`config.mk`:
```
export PLATFORM = sky130hd
export DESIGN_NAME = ccmac_regs
export DESIGN_NICKNAME = d
export VERILOG_FILES = /design/src/ccmac_pkg.sv /design/src/ccmac_regs.sv
export SDC_FILE = /design/constraint.sdc
export NUM_CORES = 1
export LEC_CHECK = 0
export ABC_CLOCK_PERIOD_IN_PS = 3250
export BUFFER_PORTS_ARGS = -buffer_cell sky130_fd_sc_hd__buf_4
export CAP_MARGIN = 20
export CORE_AREA = 2 2 67 50
export DETAILED_ROUTE_END_ITERATION = 10
export DIE_AREA = 0 0 69 52
export GPL_TIMING_DRIVEN = 0
export PLACE_DENSITY = 0.82
export SLEW_MARGIN = 25
export SYNTH_ARGS = -nofsm -noshare
export SYNTH_HDL_FRONTEND = slang
export SYNTH_SLANG_ARGS = --single-unit
```
`constraint.sdc`:
```
create_clock -name sys_clk -period 3.25 [get_ports sys_clk]
set_clock_uncertainty 0.05 [all_clocks]
set_input_delay 0.4875 -clock sys_clk [delete_from_list [all_inputs] [get_ports sys_clk]]
set_output_delay 0.4875 -clock sys_clk [all_outputs]
set_load 0.02 [all_outputs]
```
`src/ccmac_pkg.sv`:
```
// package for the chip configuration and memory access control registers
package ccmac_pkg;
  localparam logic [7:0] CCMAC_ADDR_CHIP_CFG = 8'h01;
  localparam logic [7:0] CCMAC_ADDR_MEM_ACC = 8'h02;
  // chip configuration bit positions
  localparam int CCMAC_CC_PLL_RDY = 7;
  localparam int CCMAC_CC_WAIT_MASK = 6;
  localparam int CCMAC_CC_KEYPAD = 5;
  localparam int CCMAC_CC_PANEL_LO = 3;
  localparam int CCMAC_CC_I2C = 2;
  localparam int CCMAC_CC_SPI = 1;
  localparam int CCMAC_CC_WIDTH16 = 0;
  // memory access control bit positions
  localparam int CCMAC_MA_FMT_LO = 6;
  localparam int CCMAC_MA_RDIR_LO = 4;
  localparam int CCMAC_MA_WDIR_LO = 1;
  // reset values
  localparam logic [7:0] CCMAC_CC_RESET = 8'h48;
  localparam logic [7:0] CCMAC_MA_RESET = 8'h00;
  // writable bits of memory access control: bits 3 and 0 read zero
  localparam logic [7:0] CCMAC_MA_WMASK = 8'hF6;
  // bit 7 of chip configuration is status only, never stored
  localparam logic [7:0] CCMAC_CC_WMASK = 8'h7F;
  // read data when no read is answered
  localparam logic [7:0] CCMAC_RD_IDLE = 8'h00;
  localparam logic CCMAC_EVEN_RESET = 1'b1;
  localparam logic CCMAC_CS_N_IDLE = 1'b1;

  typedef enum logic [1:0] {
    CCMAC_PANEL_24 = 2'b00,
    CCMAC_PANEL_18 = 2'b01,
    CCMAC_PANEL_16 = 2'b10,
    CCMAC_PANEL_OFF = 2'b11
  } ccmac_panel_e;

  typedef enum logic [1:0] {
    CCMAC_SCAN_LR_TB = 2'b00,
    CCMAC_SCAN_RL_TB = 2'b01,
    CCMAC_SCAN_TB_LR = 2'b10,
    CCMAC_SCAN_BT_LR = 2'b11
  } ccmac_scan_e;

  // format: 0x = direct, 10 = mask every high byte, 11 = mask even high bytes
  localparam logic [1:0] CCMAC_FMT_MASK_ALL = 2'b10;
  localparam logic [1:0] CCMAC_FMT_MASK_EVEN = 2'b11;

  typedef struct packed {
    logic [7:0] addr;
    logic [7:0] wdata;
    logic wr;
    logic rd;
  } ccmac_bus_s;

  typedef struct packed {
    logic i2c_on_kp0;
    logic keypad_en;
    logic spi_en;
    logic [1:0] panel_mode;
    logic [2:0] panel_gpio_bytes;
  } ccmac_pins_s;

  typedef struct packed {
    logic [7:0] chip_configuration;
    logic [7:0] memory_access_control;
    logic [7:0] rdata;
    logic even_word;
    logic cs_n_meta;
    logic cs_n_sync;
  } ccmac_state_s;
endpackage

```
`src/ccmac_regs.sv`:
```
// chip configuration and memory access control register bank
//
// Contract
// pll ready bit reads 1 after clock switched to pll, else 0
// wait mask 0: stall held while busy, whatever chip select does
// wait mask 1 (reset): stall released while chip select deasserted
// host that cannot stretch cycles polls stall high before next access
// panel field: 00 24bit, 01 18bit reset, 10 16bit, 11 none
// i2c enable routes pins to i2c master, resets to 0
// i2c and keypad both on: keypad pins 0 carry i2c, rest keypad
// flash enable routes pins to spi master, resets to 0
// width bit: 0 gives 8-bit host bus, 1 gives 16-bit
// serial host or initial display forces width bit 0
// format 0x means direct write of image data
// format 10 drops high byte of every image data word
// format 11 drops high byte of even image data words only
// graphic mode read direction field orders pixel reads
// graphic mode write direction field orders pixel writes
// direction fields ignored in linear addressing mode
// memory access control bits 0 and 3 read zero
//
// Implementation choice: the strobed register port.
`timescale 1ns/1ps
module ccmac_regs
  import ccmac_pkg::*;
(
  // clock and reset
  input wire logic sys_clk,
  input wire logic sys_rst,
  // register port
  input wire ccmac_bus_s bus,
  output logic [7:0] rdata,
  // core status, same clock
  input wire logic pll_switched,
  input wire logic core_busy,
  input wire logic serial_host,
  input wire logic init_display,
  input wire logic linear_mode,
  // host chip select pin, active low
  input wire logic host_cs_n,
  // host stall output, active low
  output logic host_wait_n,
  // image data path
  input wire logic img_valid,
  input wire logic img_first,
  input wire logic [15:0] img_in,
  output logic [15:0] img_out,
  // configuration outputs
  output logic host_bus16,
  output ccmac_pins_s pins,
  output ccmac_scan_e rd_scan,
  output ccmac_scan_e wr_scan
);

  ccmac_state_s st, next_st;
  logic [7:0] cc_view;
  logic force8;
  logic [1:0] fmt;
  logic next_even;

  // serial host and initial display only ever move bytes
  assign force8 = serial_host | init_display;

  always_comb begin
    cc_view = st.chip_configuration;
    cc_view[CCMAC_CC_PLL_RDY] = pll_switched;
    if (force8) begin
      cc_view[CCMAC_CC_WIDTH16] = 1'b0;
    end
  end

  always_comb begin
    next_st = st;
    if (bus.wr && bus.addr == CCMAC_ADDR_CHIP_CFG) begin
      // pll ready is status only, so bit 7 is never stored
      next_st.chip_configuration = bus.wdata & CCMAC_CC_WMASK;
    end
    if (bus.wr && bus.addr == CCMAC_ADDR_MEM_ACC) begin
      next_st.memory_access_control = bus.wdata & CCMAC_MA_WMASK;
    end
    next_st.rdata = CCMAC_RD_IDLE;
    if (bus.rd) begin
      case (bus.addr)
        CCMAC_ADDR_CHIP_CFG: next_st.rdata = cc_view;
        CCMAC_ADDR_MEM_ACC: next_st.rdata = st.memory_access_control;
        default: next_st.rdata = CCMAC_RD_IDLE;
      endcase
    end
    // even/odd word tracking for masked formats, first word counts as even
    if (img_valid) begin
      next_st.even_word = next_even;
    end
    // host chip select pin passes two flops before any logic reads it
    next_st.cs_n_meta = host_cs_n;
    next_st.cs_n_sync = st.cs_n_meta;
  end

  always_ff @(posedge sys_clk) begin
    if (sys_rst) begin
      st.chip_configuration <= CCMAC_CC_RESET;
      st.memory_access_control <= CCMAC_MA_RESET;
      st.rdata <= CCMAC_RD_IDLE;
      st.even_word <= CCMAC_EVEN_RESET;
      st.cs_n_meta <= CCMAC_CS_N_IDLE;
      st.cs_n_sync <= CCMAC_CS_N_IDLE;
    end else begin
      st <= next_st;
    end
  end

  assign rdata = st.rdata;

  // stall: busy drives it low; masked mode releases it outside chip select
  always_comb begin
    if (st.chip_configuration[CCMAC_CC_WAIT_MASK] && st.cs_n_sync) begin
      host_wait_n = 1'b1;
    end else begin
      host_wait_n = ~core_busy;
    end
  end

  assign host_bus16 = cc_view[CCMAC_CC_WIDTH16];

  function automatic logic [2:0] ccmac_unused_bytes(input logic [1:0] mode);
    case (mode)
      CCMAC_PANEL_24: ccmac_unused_bytes = 3'b000;
      CCMAC_PANEL_18: ccmac_unused_bytes = 3'b000;
      CCMAC_PANEL_16: ccmac_unused_bytes = 3'b100;
      default: ccmac_unused_bytes = 3'b111;
    endcase
  endfunction

  always_comb begin
    pins.panel_mode = st.chip_configuration[CCMAC_CC_PANEL_LO +: 2];
    // unused panel lanes fall back to gpio or keypad scan
    pins.panel_gpio_bytes = ccmac_unused_bytes(pins.panel_mode);
    pins.spi_en = st.chip_configuration[CCMAC_CC_SPI];
    pins.keypad_en = st.chip_configuration[CCMAC_CC_KEYPAD];
    // i2c wins keypad_input_0 and keypad_output_0; low means gpio
    pins.i2c_on_kp0 = st.chip_configuration[CCMAC_CC_I2C];
  end

  // linear mode forces the plain raster order
  always_comb begin
    if (linear_mode) begin
      rd_scan = CCMAC_SCAN_LR_TB;
      wr_scan = CCMAC_SCAN_LR_TB;
    end else begin
      rd_scan = ccmac_scan_e'(st.memory_access_control[CCMAC_MA_RDIR_LO +: 2]);
      wr_scan = ccmac_scan_e'(st.memory_access_control[CCMAC_MA_WDIR_LO +: 2]);
    end
  end

  assign fmt = st.memory_access_control[CCMAC_MA_FMT_LO +: 2];
  assign next_even = img_first ? 1'b1 : ~st.even_word;

  always_comb begin
    img_out = img_in;
    if (fmt == CCMAC_FMT_MASK_ALL) begin
      img_out = {8'h00, img_in[7:0]};
    end else if (fmt == CCMAC_FMT_MASK_EVEN && next_even) begin
      img_out = {8'h00, img_in[7:0]};
    end
  end
endmodule

```
# After elaboration in Yosys (flattened, before gate mapping)
# Cells that the tools add are included.
# totals
regBits,24
latch_bits,0
ramBits,0
rom_bits,0
input_bits,44
out_inout_bits,38
word_cells,32
n_memories,0
# classes
n_addsub,0
n_mul,0
div_mod_pow,0
magnitude_cmp,0
eq_ne,6
shift,0
mux,9
bitwise,4
n_reduce_logical,7
# op_table
op,count
$mux W16,2
$pmux W8 S2,1
$eq A8 B1 Y1 const B,1
$eq A8 B2 Y1 const B,1
$eq A2 B2 Y1 const B,3
$pmux W3 S2,1
$logic_and A1 B1 Y1,4
$mux W2,2
$reduce_or A2 Y1,2
$mux W1,3
$not A1 Y1,3
$eq A2 B1 Y1 const B,1
$logic_not A2 Y1,1
$or A1 B1 Y1,1

# Logic depth before layout (Yosys ltp)
# Gate-level depths: netlist of the first run.
# logic_depth
word_depth,5
ltp_mapped,4
depth_no_buf,3

# Least setup slack after synthesis of the first run
# No wires, ideal clock.
# synth_path
path_kind,in2out
start,input img_first
end,output img_out[10]
t_arrival_ps,1123
required_time_ps,2712
setup_slack_ps,1590
stages,2
n_path_buf,0
cell_sequence,o21ai_0 > and2_1
# synth_via
elab_chain_len,4
# synth_lines
item,line_no,source
"start, declared",ccmac_regs.sv:45,"input wire logic img_first,"
$mux W1,ccmac_regs.sv:155,assign next_even = img_first ? 1'b1 : ~st.even_word;
$logic_and A1 B1 Y1,ccmac_regs.sv:161,end else if (fmt == CCMAC_FMT_MASK_EVEN && next_even) begin
$mux W16,ccmac_regs.sv:161,
$mux W16,ccmac_regs.sv:159,if (fmt == CCMAC_FMT_MASK_ALL) begin
"end, declared",ccmac_regs.sv:47,"output logic [15:0] img_out,"
# No other way between the ends.

# Final worst setup path of the first run
# layout_path
start,register st (netlist bit fmt[0])
end,output img_out[10]
# layout_via
elab_chain_len,4
word_cells_on_any_way,5
cone_classes,2 x eq/ne; 2 x mux; 1 x reduce/logical
# layout_lines
item,line_no,source
"start, declared",ccmac_regs.sv:55,"ccmac_state_s st, next_st;"
"start signal, assigned",ccmac_regs.sv:107,st <= next_st;
$eq A2 B2 Y1,ccmac_regs.sv:161,
$logic_and A1 B1 Y1,ccmac_regs.sv:161,
$mux W16,ccmac_regs.sv:161,
$mux W16 (*),ccmac_regs.sv:159,
# Every way passes the cells marked *; elsewhere a longest branch is shown, timed or not.

==> results.txt, run 1 <==
H-tree depth - 1
Data required, critical path - 2710 ps
Clock tree buffer depth - 2
Reg2Reg Setup Slack - 2490 ps
Final hold viol count - 0
Critical Path End Type - primary output
R2R depth - 2
Layout cell share with drive strength beyond 1 - 47.5%
Worst-path cell chain - nand2_1, o21ai_0, and2_1, buf_4
Core area - 2980 um2
DR iter-0 viols - 36
Hold Path End - next_st[0]
Clock Tree Root - clkbuf_8
Hpwl dp - 2.39 mm
RePlAce Congestion - 0.759
Setup violators final - 0
Period minus WS final - 2050 ps
Cts bufs inserted - 3
F_max - 0.487 GHz
Largest net degree at the start of global routing - 15
Finished Layout Cells - 261
Initial antenna violation count - 0
Vias/cell - 4.86
Hold path cells - 2
Global-route wire length before repair - 4.95 mm
Met3 routed WL - 305 um
Worst r2r dst - pins[4]
Synth Instances - 147
Die height - 52 um
Total gr overflow - 0
Sink Count - 24
Post-cts sizing count - 0
FF+latch count, synth - 24
Initial core utilization - 41.6%
Max-slew headroom - 58.4%
Max cap viols - 0
Die X - 69 um
Port bufs - 72
Leakage power - 0.855 nW
Wire per inst - 11.6 um
Cell taking the most area after synthesis - dfxtp_1
Hold Startpoint - host_cs_n
Slowest stage delay, CP - 490 ps
M1 WL - 1.33 mm
DR vias - 1269
Worst R2R Start - pins[4]
Reg clk slew, reported paths - 80 ps
Clock Latency Late Sink - 260 ps
Status - finished, final reports clean
Sequential-to-total area share from yosys stat - 38.8%
Post-synthesis average cell area - 8.42 um2
Worst hold path type - primary input to flip-flop
Vias in the first global route - 1128
CP arrival - 1520 ps
Final Max Slew Viols - 0
Area of the multi-input gates - 537 um2
Power Density - 348 nW/um2
Cell Rows - 17
Yosys warns - 0
Synth cell types - 26
Dpl cells - 257
CTS Hold Buffers Added - 0
Post-CTS Setup Repair Bufs - 0
Startpoint Class - flip-flop
Residual DRC - 0
Final #Nets - 268
Antenna cell count - 0
Top-area cell type share of the netlist area - 38.8%
CP max stage cell - o21ai_0
WL final - 3.02 mm
CP Max Fanout - 8
Mapped Nets - 191
Post-route ant nets - 0
Die area - 3590 um2
Least-Margin Pin Slew - 617 ps
Synthesized area - 1240 um2
Overall global routing resource usage - 16.9%
Syn-to-layout area delta - 53.3%
Peak supply drop - 285 uV
Fillers - 282
DR top layer - met4
CTS tree - built
Commonest non-fill, non-tap cells in the layout - 94 x buf_4, 24 x dfxtp_1, 13 x nor2_1
Crit path max-delay family - compound AO/OA/AOI/OAI gates
Largest cells by area after synthesis - dfxtp_1 39%, buf_4 13%, o31ai_1 6.7%, nand4_1 5.6%, and2_1 4.6%
Setup TNS - 0 ps
Worst path bufs/invs - 1
Pre-antenna DRT Iters - 5
Number of I/O pins - 82
Final worst path period share - 63.2%
RSZ-0062 raised after global routing - false
Sequential cell area - 480 um2
Critical path class - flip-flop to primary output
Commonest non-fill, non-tap cell in the layout - buf_4
Met2 Wirelength - 1.35 mm
[flip-flops by register name, summed over array words and instances, names as in the netlist]
register / count
cc_view: 1
fmt: 2
next_st: 1
pins: 5
rdata: 8
st: 7
[cell usage after synthesis, drive strengths merged]
library cell / count
or2: 2
o21ai: 1
nand2b: 2
clkbuf: 7
nor3b: 1
nor4: 1
dfxtp: 24
a22oi: 6
nand4: 11
nand2: 6
mux2i: 2
or4: 1
and2: 9
nor4b: 1
o31ai: 11
nor2b: 6
nor3: 3
o21bai: 1
a21oi: 11
buf: 25
inv: 2
or3b: 1
nor2: 13
[cells by family after synthesis]
kind of cell           share of synthesized area [%]
flip-flops                                      38.8
AO/OA/AOI/OAI                                   15.8
AND/OR/NAND/NOR                                 26.0
multiplexers                                    1.62
buffers and inverters                           17.8
[routing by layer]
metal	vias up	global-route usage [%]
met5	-	0
met4	0	3.59
met3	4	4.84
met2	70	27.4
met1	548	22.6
li1	647	-
[stage by stage]
step	instance area, um2	utilization [%]	total power [mW]	setup slack [ps]	hold slack [ps]
final	1900	63.7	0.660	1200	351
after global routing	1900	63.7	0.685	1010	346
after CTS	1900	63.7	0.662	1180	351
after detailed placement	1830	61.3	0.408	1250	352
after global placement	1830	61.3	0.407	1270	342
after floorplan	1240	-	0.351	1590	339
[worst register-to-register path, cell delays in order, from the launching register on]
cell and delay (ps):
dfxtp_1 400, o31ai_1 90, a21oi_1 140
[power breakdown]
part | total (mW) | leakage [nW] | switching (mW) | internal (mW)
clock | 0.259 | 0.0357 | 0.0940 | 0.165
combinational | 0.105 | 0.625 | 0.0487 | 0.0560
sequential | 0.297 | 0.194 | 0.000846 | 0.296
[final cells by class]
cell class	instances	share of cell area, %
inverters	2	0.396
clock inverters	1	1.58
repair buffers	72	28.5
multi-input cells	89	28.3
clock buffers	3	2.18
flip-flops and latches	24	25.3
plain buffers	32	11.2
well taps	38	2.51
[how the worst max path moves through the flow]
stage / to / depth (start not counted) / slack [ps] / from
2_1_floorplan: img_out[10] / 2 / 1590 / img_first
5_1_grt: img_out[10] / 4 / 1010 / st[2]
6_report: img_out[10] / 4 / 1200 / fmt[0]
3_5_place_dp: img_out[10] / 4 / 1250 / img_first
3_3_place_gp: img_out[13] / 4 / 1270 / img_first
4_1_cts: img_out[10] / 4 / 1180 / fmt[0]
Note: power is estimated with default switching activity, not from simulation.
==> inputs of run 2 (changes only) <==
--- a/config.mk
+++ b/config.mk
@@ -5,14 +5,14 @@
 export SDC_FILE = /design/constraint.sdc
 export NUM_CORES = 1
 export LEC_CHECK = 0
-export ABC_CLOCK_PERIOD_IN_PS = 3250
+export ABC_CLOCK_PERIOD_IN_PS = 2100
 export BUFFER_PORTS_ARGS = -buffer_cell sky130_fd_sc_hd__buf_4
 export CAP_MARGIN = 20
-export CORE_AREA = 2 2 67 50
+export CORE_AREA = 2 2 69 51
 export DETAILED_ROUTE_END_ITERATION = 10
-export DIE_AREA = 0 0 69 52
+export DIE_AREA = 0 0 71 53
 export GPL_TIMING_DRIVEN = 0
-export PLACE_DENSITY = 0.82
+export PLACE_DENSITY = 0.78
 export SLEW_MARGIN = 25
 export SYNTH_ARGS = -nofsm -noshare
 export SYNTH_HDL_FRONTEND = slang
==> constraint.sdc (replaced) <==
create_clock -name sys_clk -period 2.1 [get_ports sys_clk]
set_clock_uncertainty 0.05 [all_clocks]
set_input_delay 0.315 -clock sys_clk [delete_from_list [all_inputs] [get_ports sys_clk]]
set_output_delay 0.315 -clock sys_clk [all_outputs]
set_load 0.02 [all_outputs]
==> results.txt, run 2 (synthesis results as in run 1) <==
Clock tree buffer depth - 2 (unchanged)
Finished Layout Cells - 261 (unchanged)
Clock Tree Root - clkbuf_8 (unchanged)
Slowest stage delay, CP - 360 ps (was 490 ps)
Initial antenna violation count - 0 (unchanged)
Antenna cell count - 0 (unchanged)
Total gr overflow - 0 (unchanged)
DP Worst Slack - 369 ps (was 1250 ps)
Residual DRC - 0 (unchanged)
Tot Pwr - 1.03 mW (was 0.660 mW)
Final #Nets - 268 (unchanged)
Dpl cells - 257 (unchanged)
Startpoint Class - flip-flop (unchanged)
Setup violators final - 0 (unchanged)
CP arrival - 1370 ps (was 1520 ps)
Die area - 3760 um2 (was 3590 um2)
Global-route wire length before repair - 4.84 mm (was 4.95 mm)
Pre-antenna DRT Iters - 5 (unchanged)
Worst hold path type - primary input to flip-flop (unchanged)
Commonest non-fill, non-tap cells in the layout - 94 x buf_4, 24 x dfxtp_1, 13 x nor2_1 (unchanged)
Cell Rows - 17 (unchanged)
Die X - 71 um (was 69 um)
Status - finished, final reports clean (unchanged)
Final Max Slew Viols - 0 (unchanged)
Reg clk slew, reported paths - 90 ps (was 80 ps)
Number of I/O pins - 82 (unchanged)
Crit path max-delay family - flip-flops (was compound AO/OA/AOI/OAI gates)
Post-cts sizing count - 0 (unchanged)
WL final - 3.14 mm (was 3.02 mm)
Syn-to-layout area delta - 53.3% (unchanged)
Least-Margin Pin Slew - 560 ps (was 617 ps)
Fillers - 276 (was 282)
RePlAce Congestion - 0.755 (was 0.759)
Vias/cell - 4.77 (was 4.86)
Largest register by flop count - rdata (unchanged)
Clock Latency Late Sink - 270 ps (was 260 ps)
Layout cell share with drive strength beyond 1 - 47.5% (unchanged)
DR vias - 1246 (was 1269)
DR iter-0 viols - 67 (was 36)
Commonest non-fill, non-tap cell in the layout - buf_4 (unchanged)
CP Max Fanout - 8 (unchanged)
Hpwl dp - 2.46 mm (was 2.39 mm)
Fin util - 61.5% (was 63.7%)
F_max - 0.577 GHz
CTS tree - built (unchanged)
Critical path class - flip-flop to primary output (unchanged)
Final worst path period share - 82.5%
Port bufs - 72 (unchanged)
Wire per inst - 12.0 um (was 11.6 um)
Vias in the first global route - 1055 (was 1128)
Peak supply drop - 556 uV (was 285 uV)
CP max stage cell - dfxtp_1 (was o21ai_0)
Max FFs per register - 8 (unchanged)
Initial core utilization - 40.1% (was 41.6%)
Data required, critical path - 1740 ps (was 2710 ps)
Final hold viol count - 0 (unchanged)
H-tree depth - 1 (unchanged)
Post-CTS Setup Repair Bufs - 0 (unchanged)
Leakage power - 0.855 nW (about the same)
Overall global routing resource usage - 16.6% (was 16.9%)
Post-route ant nets - 0 (unchanged)
Core area - 3080 um2 (was 2980 um2)
Setup TNS - 0 ps (unchanged)
Setup ws final - 367 ps (was 1200 ps)
Power Density - 542 nW/um2 (was 348 nW/um2)
Max-slew headroom - 62.3% (was 58.4%)
Worst-path cell chain - nand2_1, o21ai_1, and2_1, buf_4 (was nand2_1, o21ai_0, and2_1, buf_4)
Critical Path End Type - primary output (unchanged)
Sink Count - 24 (unchanged)
CTS Hold Buffers Added - 0 (unchanged)
RSZ-0062 raised after global routing - false (unchanged)
Cts bufs inserted - 3 (unchanged)
Period minus WS final - 1730 ps
Die height - 53 um (was 52 um)
Max cap viols - 0 (unchanged)
Largest net degree at the start of global routing - 15 (unchanged)
Worst path bufs/invs - 1 (unchanged)
## run 2: cell counts in the layout (fill, tap and decap cells not counted)
Identical to the previous run, type by type.
## run 2: cell type report
type                            count  area (um2)  share of cell area [%]
Clock buffer                        3        41.3                    2.18
Buffer                             32         213                    11.2
Timing Repair Buffer               72         541                    28.5
Tap cell                           38        47.5                    2.51
Inverter                            2        7.51                   0.396
Multi-Input combinational cell     89         537                    28.3
Sequential cell                    24         480                    25.3
Clock inverter                      1        30.0                    1.58
## run 2: path summary, 6_finish.rpt
path / slack, ps / cells past startpoint / startpoint / to
setup / recovery: 370 / 4 / st[2] / img_out[12]
hold / removal: 180 / 2 / host_cs_n / next_st[0]
setup reg to reg: 1320 / 2 / pins[4] / pins[4]
hold reg to reg: 360 / 1 / next_st[0] / st[0]
## run 2: metal layers
layer / vias to the layer above / global-route usage, % / share of wire (%)
met5: - / 0 / 0
met4: 0 / 2.83 / 0.13
met3: 2 / 5.52 / 10
met2: 60 / 27.1 / 44
met1: 537 / 21.7 / 45
li1: 647 / - / -
## run 2: stage by stage
stage	hold slack (ps)	area, um2
floorplan	339	1240
global placement	343	1830
detailed placement	342	1830
CTS	174	1900
global route	177	1900
finish	177	1900
## run 2: worst register-to-register path, stage by stage (launching register included)
cell     delay, ps
dfxtp_1        430
o31ai_1        110
a21oi_1        120
## run 2: report_power, final
group,total (mW),switching [mW],leakage [nW],internal [mW]
logic,0.162,0.0748,0.625,0.0867
clock network,0.408,0.153,0.0357,0.255
registers,0.459,0.00133,0.194,0.458
total,1.03,0.229,0.855,0.799
==> inputs of run 3 (changes only) <==
--- a/config.mk
+++ b/config.mk
@@ -5,7 +5,7 @@
 export SDC_FILE = /design/constraint.sdc
 export NUM_CORES = 1
 export LEC_CHECK = 0
-export ABC_CLOCK_PERIOD_IN_PS = 2100
+export ABC_CLOCK_PERIOD_IN_PS = 1600
 export BUFFER_PORTS_ARGS = -buffer_cell sky130_fd_sc_hd__buf_4
 export CAP_MARGIN = 20
 export CORE_AREA = 2 2 69 51
==> constraint.sdc (replaced) <==
create_clock -name sys_clk -period 1.6 [get_ports sys_clk]
set_clock_uncertainty 0.05 [all_clocks]
set_input_delay 0.24 -clock sys_clk [delete_from_list [all_inputs] [get_ports sys_clk]]
set_output_delay 0.24 -clock sys_clk [all_outputs]
set_load 0.02 [all_outputs]
==> results.txt, run 3 (synthesis results as in run 1) <==
Status - finished, final reports clean (unchanged)
Least-Margin Pin Slew - 560 ps (unchanged)
Worst path bufs/invs - 1 (unchanged)
CP max stage cell - dfxtp_2 (was dfxtp_1)
Commonest non-fill, non-tap cells in the layout - 94 x buf_4, 22 x dfxtp_1, 13 x nor2_1 (was 94 x buf_4, 24 x dfxtp_1, 13 x nor2_1)
CP Max Fanout - 8 (unchanged)
Pre-antenna DRT Iters - 5 (unchanged)
Die X - 71 um (unchanged)
WHS - 102 ps (was 177 ps)
Final worst path period share - 94.2%
Clock Latency Late Sink - 270 ps (about the same)
Dpl cells - 257 (unchanged)
DR vias - 1238 (was 1246)
CTS Hold Buffers Added - 0 (unchanged)
Core area - 3080 um2 (unchanged)
Max cap viols - 0 (unchanged)
Area of the multi-input gates - 548 um2 (was 537 um2)
Wire per inst - 12.0 um (about the same)
Tot Pwr - 1.35 mW (was 1.03 mW)
Hpwl dp - 2.46 mm (unchanged)
DP Worst Slack - -56.0 ps (was 369 ps)
Final #Nets - 268 (unchanged)
Cell Rows - 17 (unchanged)
Largest register by flop count - rdata (unchanged)
Residual DRC - 0 (unchanged)
Setup ws final - 93.0 ps (was 367 ps)
Critical Path End Type - primary output (unchanged)
Post-route ant nets - 0 (unchanged)
RePlAce Congestion - 0.755 (unchanged)
Peak supply drop - 730 uV (was 556 uV)
Initial core utilization - 40.1% (unchanged)
Clock tree buffer depth - 2 (unchanged)
Final hold viol count - 0 (unchanged)
Setup violators final - 0 (unchanged)
Commonest non-fill, non-tap cell in the layout - buf_4 (unchanged)
Power Density - 705 nW/um2 (was 542 nW/um2)
Largest net degree at the start of global routing - 15 (unchanged)
Overall global routing resource usage - 16.6% (about the same)
Crit path max-delay family - flip-flops (unchanged)
Antenna cell count - 0 (unchanged)
Initial antenna violation count - 0 (unchanged)
Die height - 53 um (unchanged)
Total gr overflow - 0 (unchanged)
H-tree depth - 1 (unchanged)
Syn-to-layout area delta - 54.4% (was 53.3%)
F_max - 0.664 GHz
Clock Tree Root - clkbuf_8 (unchanged)
CTS tree - built (unchanged)
Worst-path cell chain - nand2_1, o21ai_4, and2_1, buf_4 (was nand2_1, o21ai_1, and2_1, buf_4)
Reg clk slew, reported paths - 90 ps (about the same)
Number of I/O pins - 82 (unchanged)
Sink Count - 24 (unchanged)
Layout cell share with drive strength beyond 1 - 48.9% (was 47.5%)
Max-slew headroom - 62.3% (unchanged)
Post-route cell area - 1910 um2 (was 1900 um2)
Leakage power - 0.857 nW (was 0.855 nW)
Cts bufs inserted - 3 (unchanged)
Vias/cell - 4.74 (was 4.77)
Startpoint Class - flip-flop (unchanged)
Finished Layout Cells - 261 (unchanged)
Sequential cell area - 483 um2 (was 480 um2)
CP arrival - 1220 ps (was 1370 ps)
Die area - 3760 um2 (unchanged)
Fillers - 271 (was 276)
Critical path class - flip-flop to primary output (unchanged)
Fin util - 61.9% (was 61.5%)
Worst hold path type - primary input to flip-flop (unchanged)
Placed Area - 1830 um2 (unchanged)
Max FFs per register - 8 (unchanged)
Slowest stage delay, CP - 340 ps (was 360 ps)
WL final - 3.13 mm (was 3.14 mm)
Data required, critical path - 1310 ps (was 1740 ps)
Period minus WS final - 1510 ps
DR iter-0 viols - 74 (was 67)
Port bufs - 72 (unchanged)
Vias in the first global route - 1055 (unchanged)
Final Max Slew Viols - 0 (unchanged)
Global-route wire length before repair - 4.85 mm (was 4.84 mm)
Setup TNS - 0 ps (unchanged)
## run 3: cell counts in the layout (fill, tap and decap cells not counted)
Identical to the previous run, type by type.
## run 3: final cells by class
type | count | area share (%)
Timing Repair Buffer | 72 | 28.3
Buffer | 32 | 11.1
Clock buffer | 3 | 2.16
Multi-Input combinational cell | 89 | 28.7
Inverter | 2 | 0.393
Tap cell | 38 | 2.49
Sequential cell | 24 | 25.3
Clock inverter | 1 | 1.57
## run 3: path summary, 6_finish.rpt
path                    from          end  slack, ps  depth (start not counted)
hold reg to reg   next_st[0]        st[0]        360                          1
setup / recovery       st[2]  img_out[12]         90                          4
hold / removal     host_cs_n   next_st[0]        100                          2
setup reg to reg     pins[4]      pins[4]        830                          2
## run 3: where the power goes
| part | switching, mW | total (mW) | internal [mW] |
|---|---|---|---|
| Combinational | 0.0990 | 0.213 | 0.114 |
| Sequential | 0.00176 | 0.603 | 0.601 |
| Clock | 0.197 | 0.532 | 0.335 |
| Total | 0.298 | 1.35 | 1.05 |
## run 3: metal layers
metal	global-route usage, %	vias up	part of all wire (%)
met2	27.1	57	45
met4	2.83	0	0.13
li1	-	645	-
met1	21.9	534	45
met5	0	-	0
met3	5.52	2	10
## run 3: what timing repair did
item | CTS | global route
buffers inserted | 0 | 0
pin swaps | 0 | 1
endpoints found under the setup margin | 8 | 8
resized for setup | 2 | 3
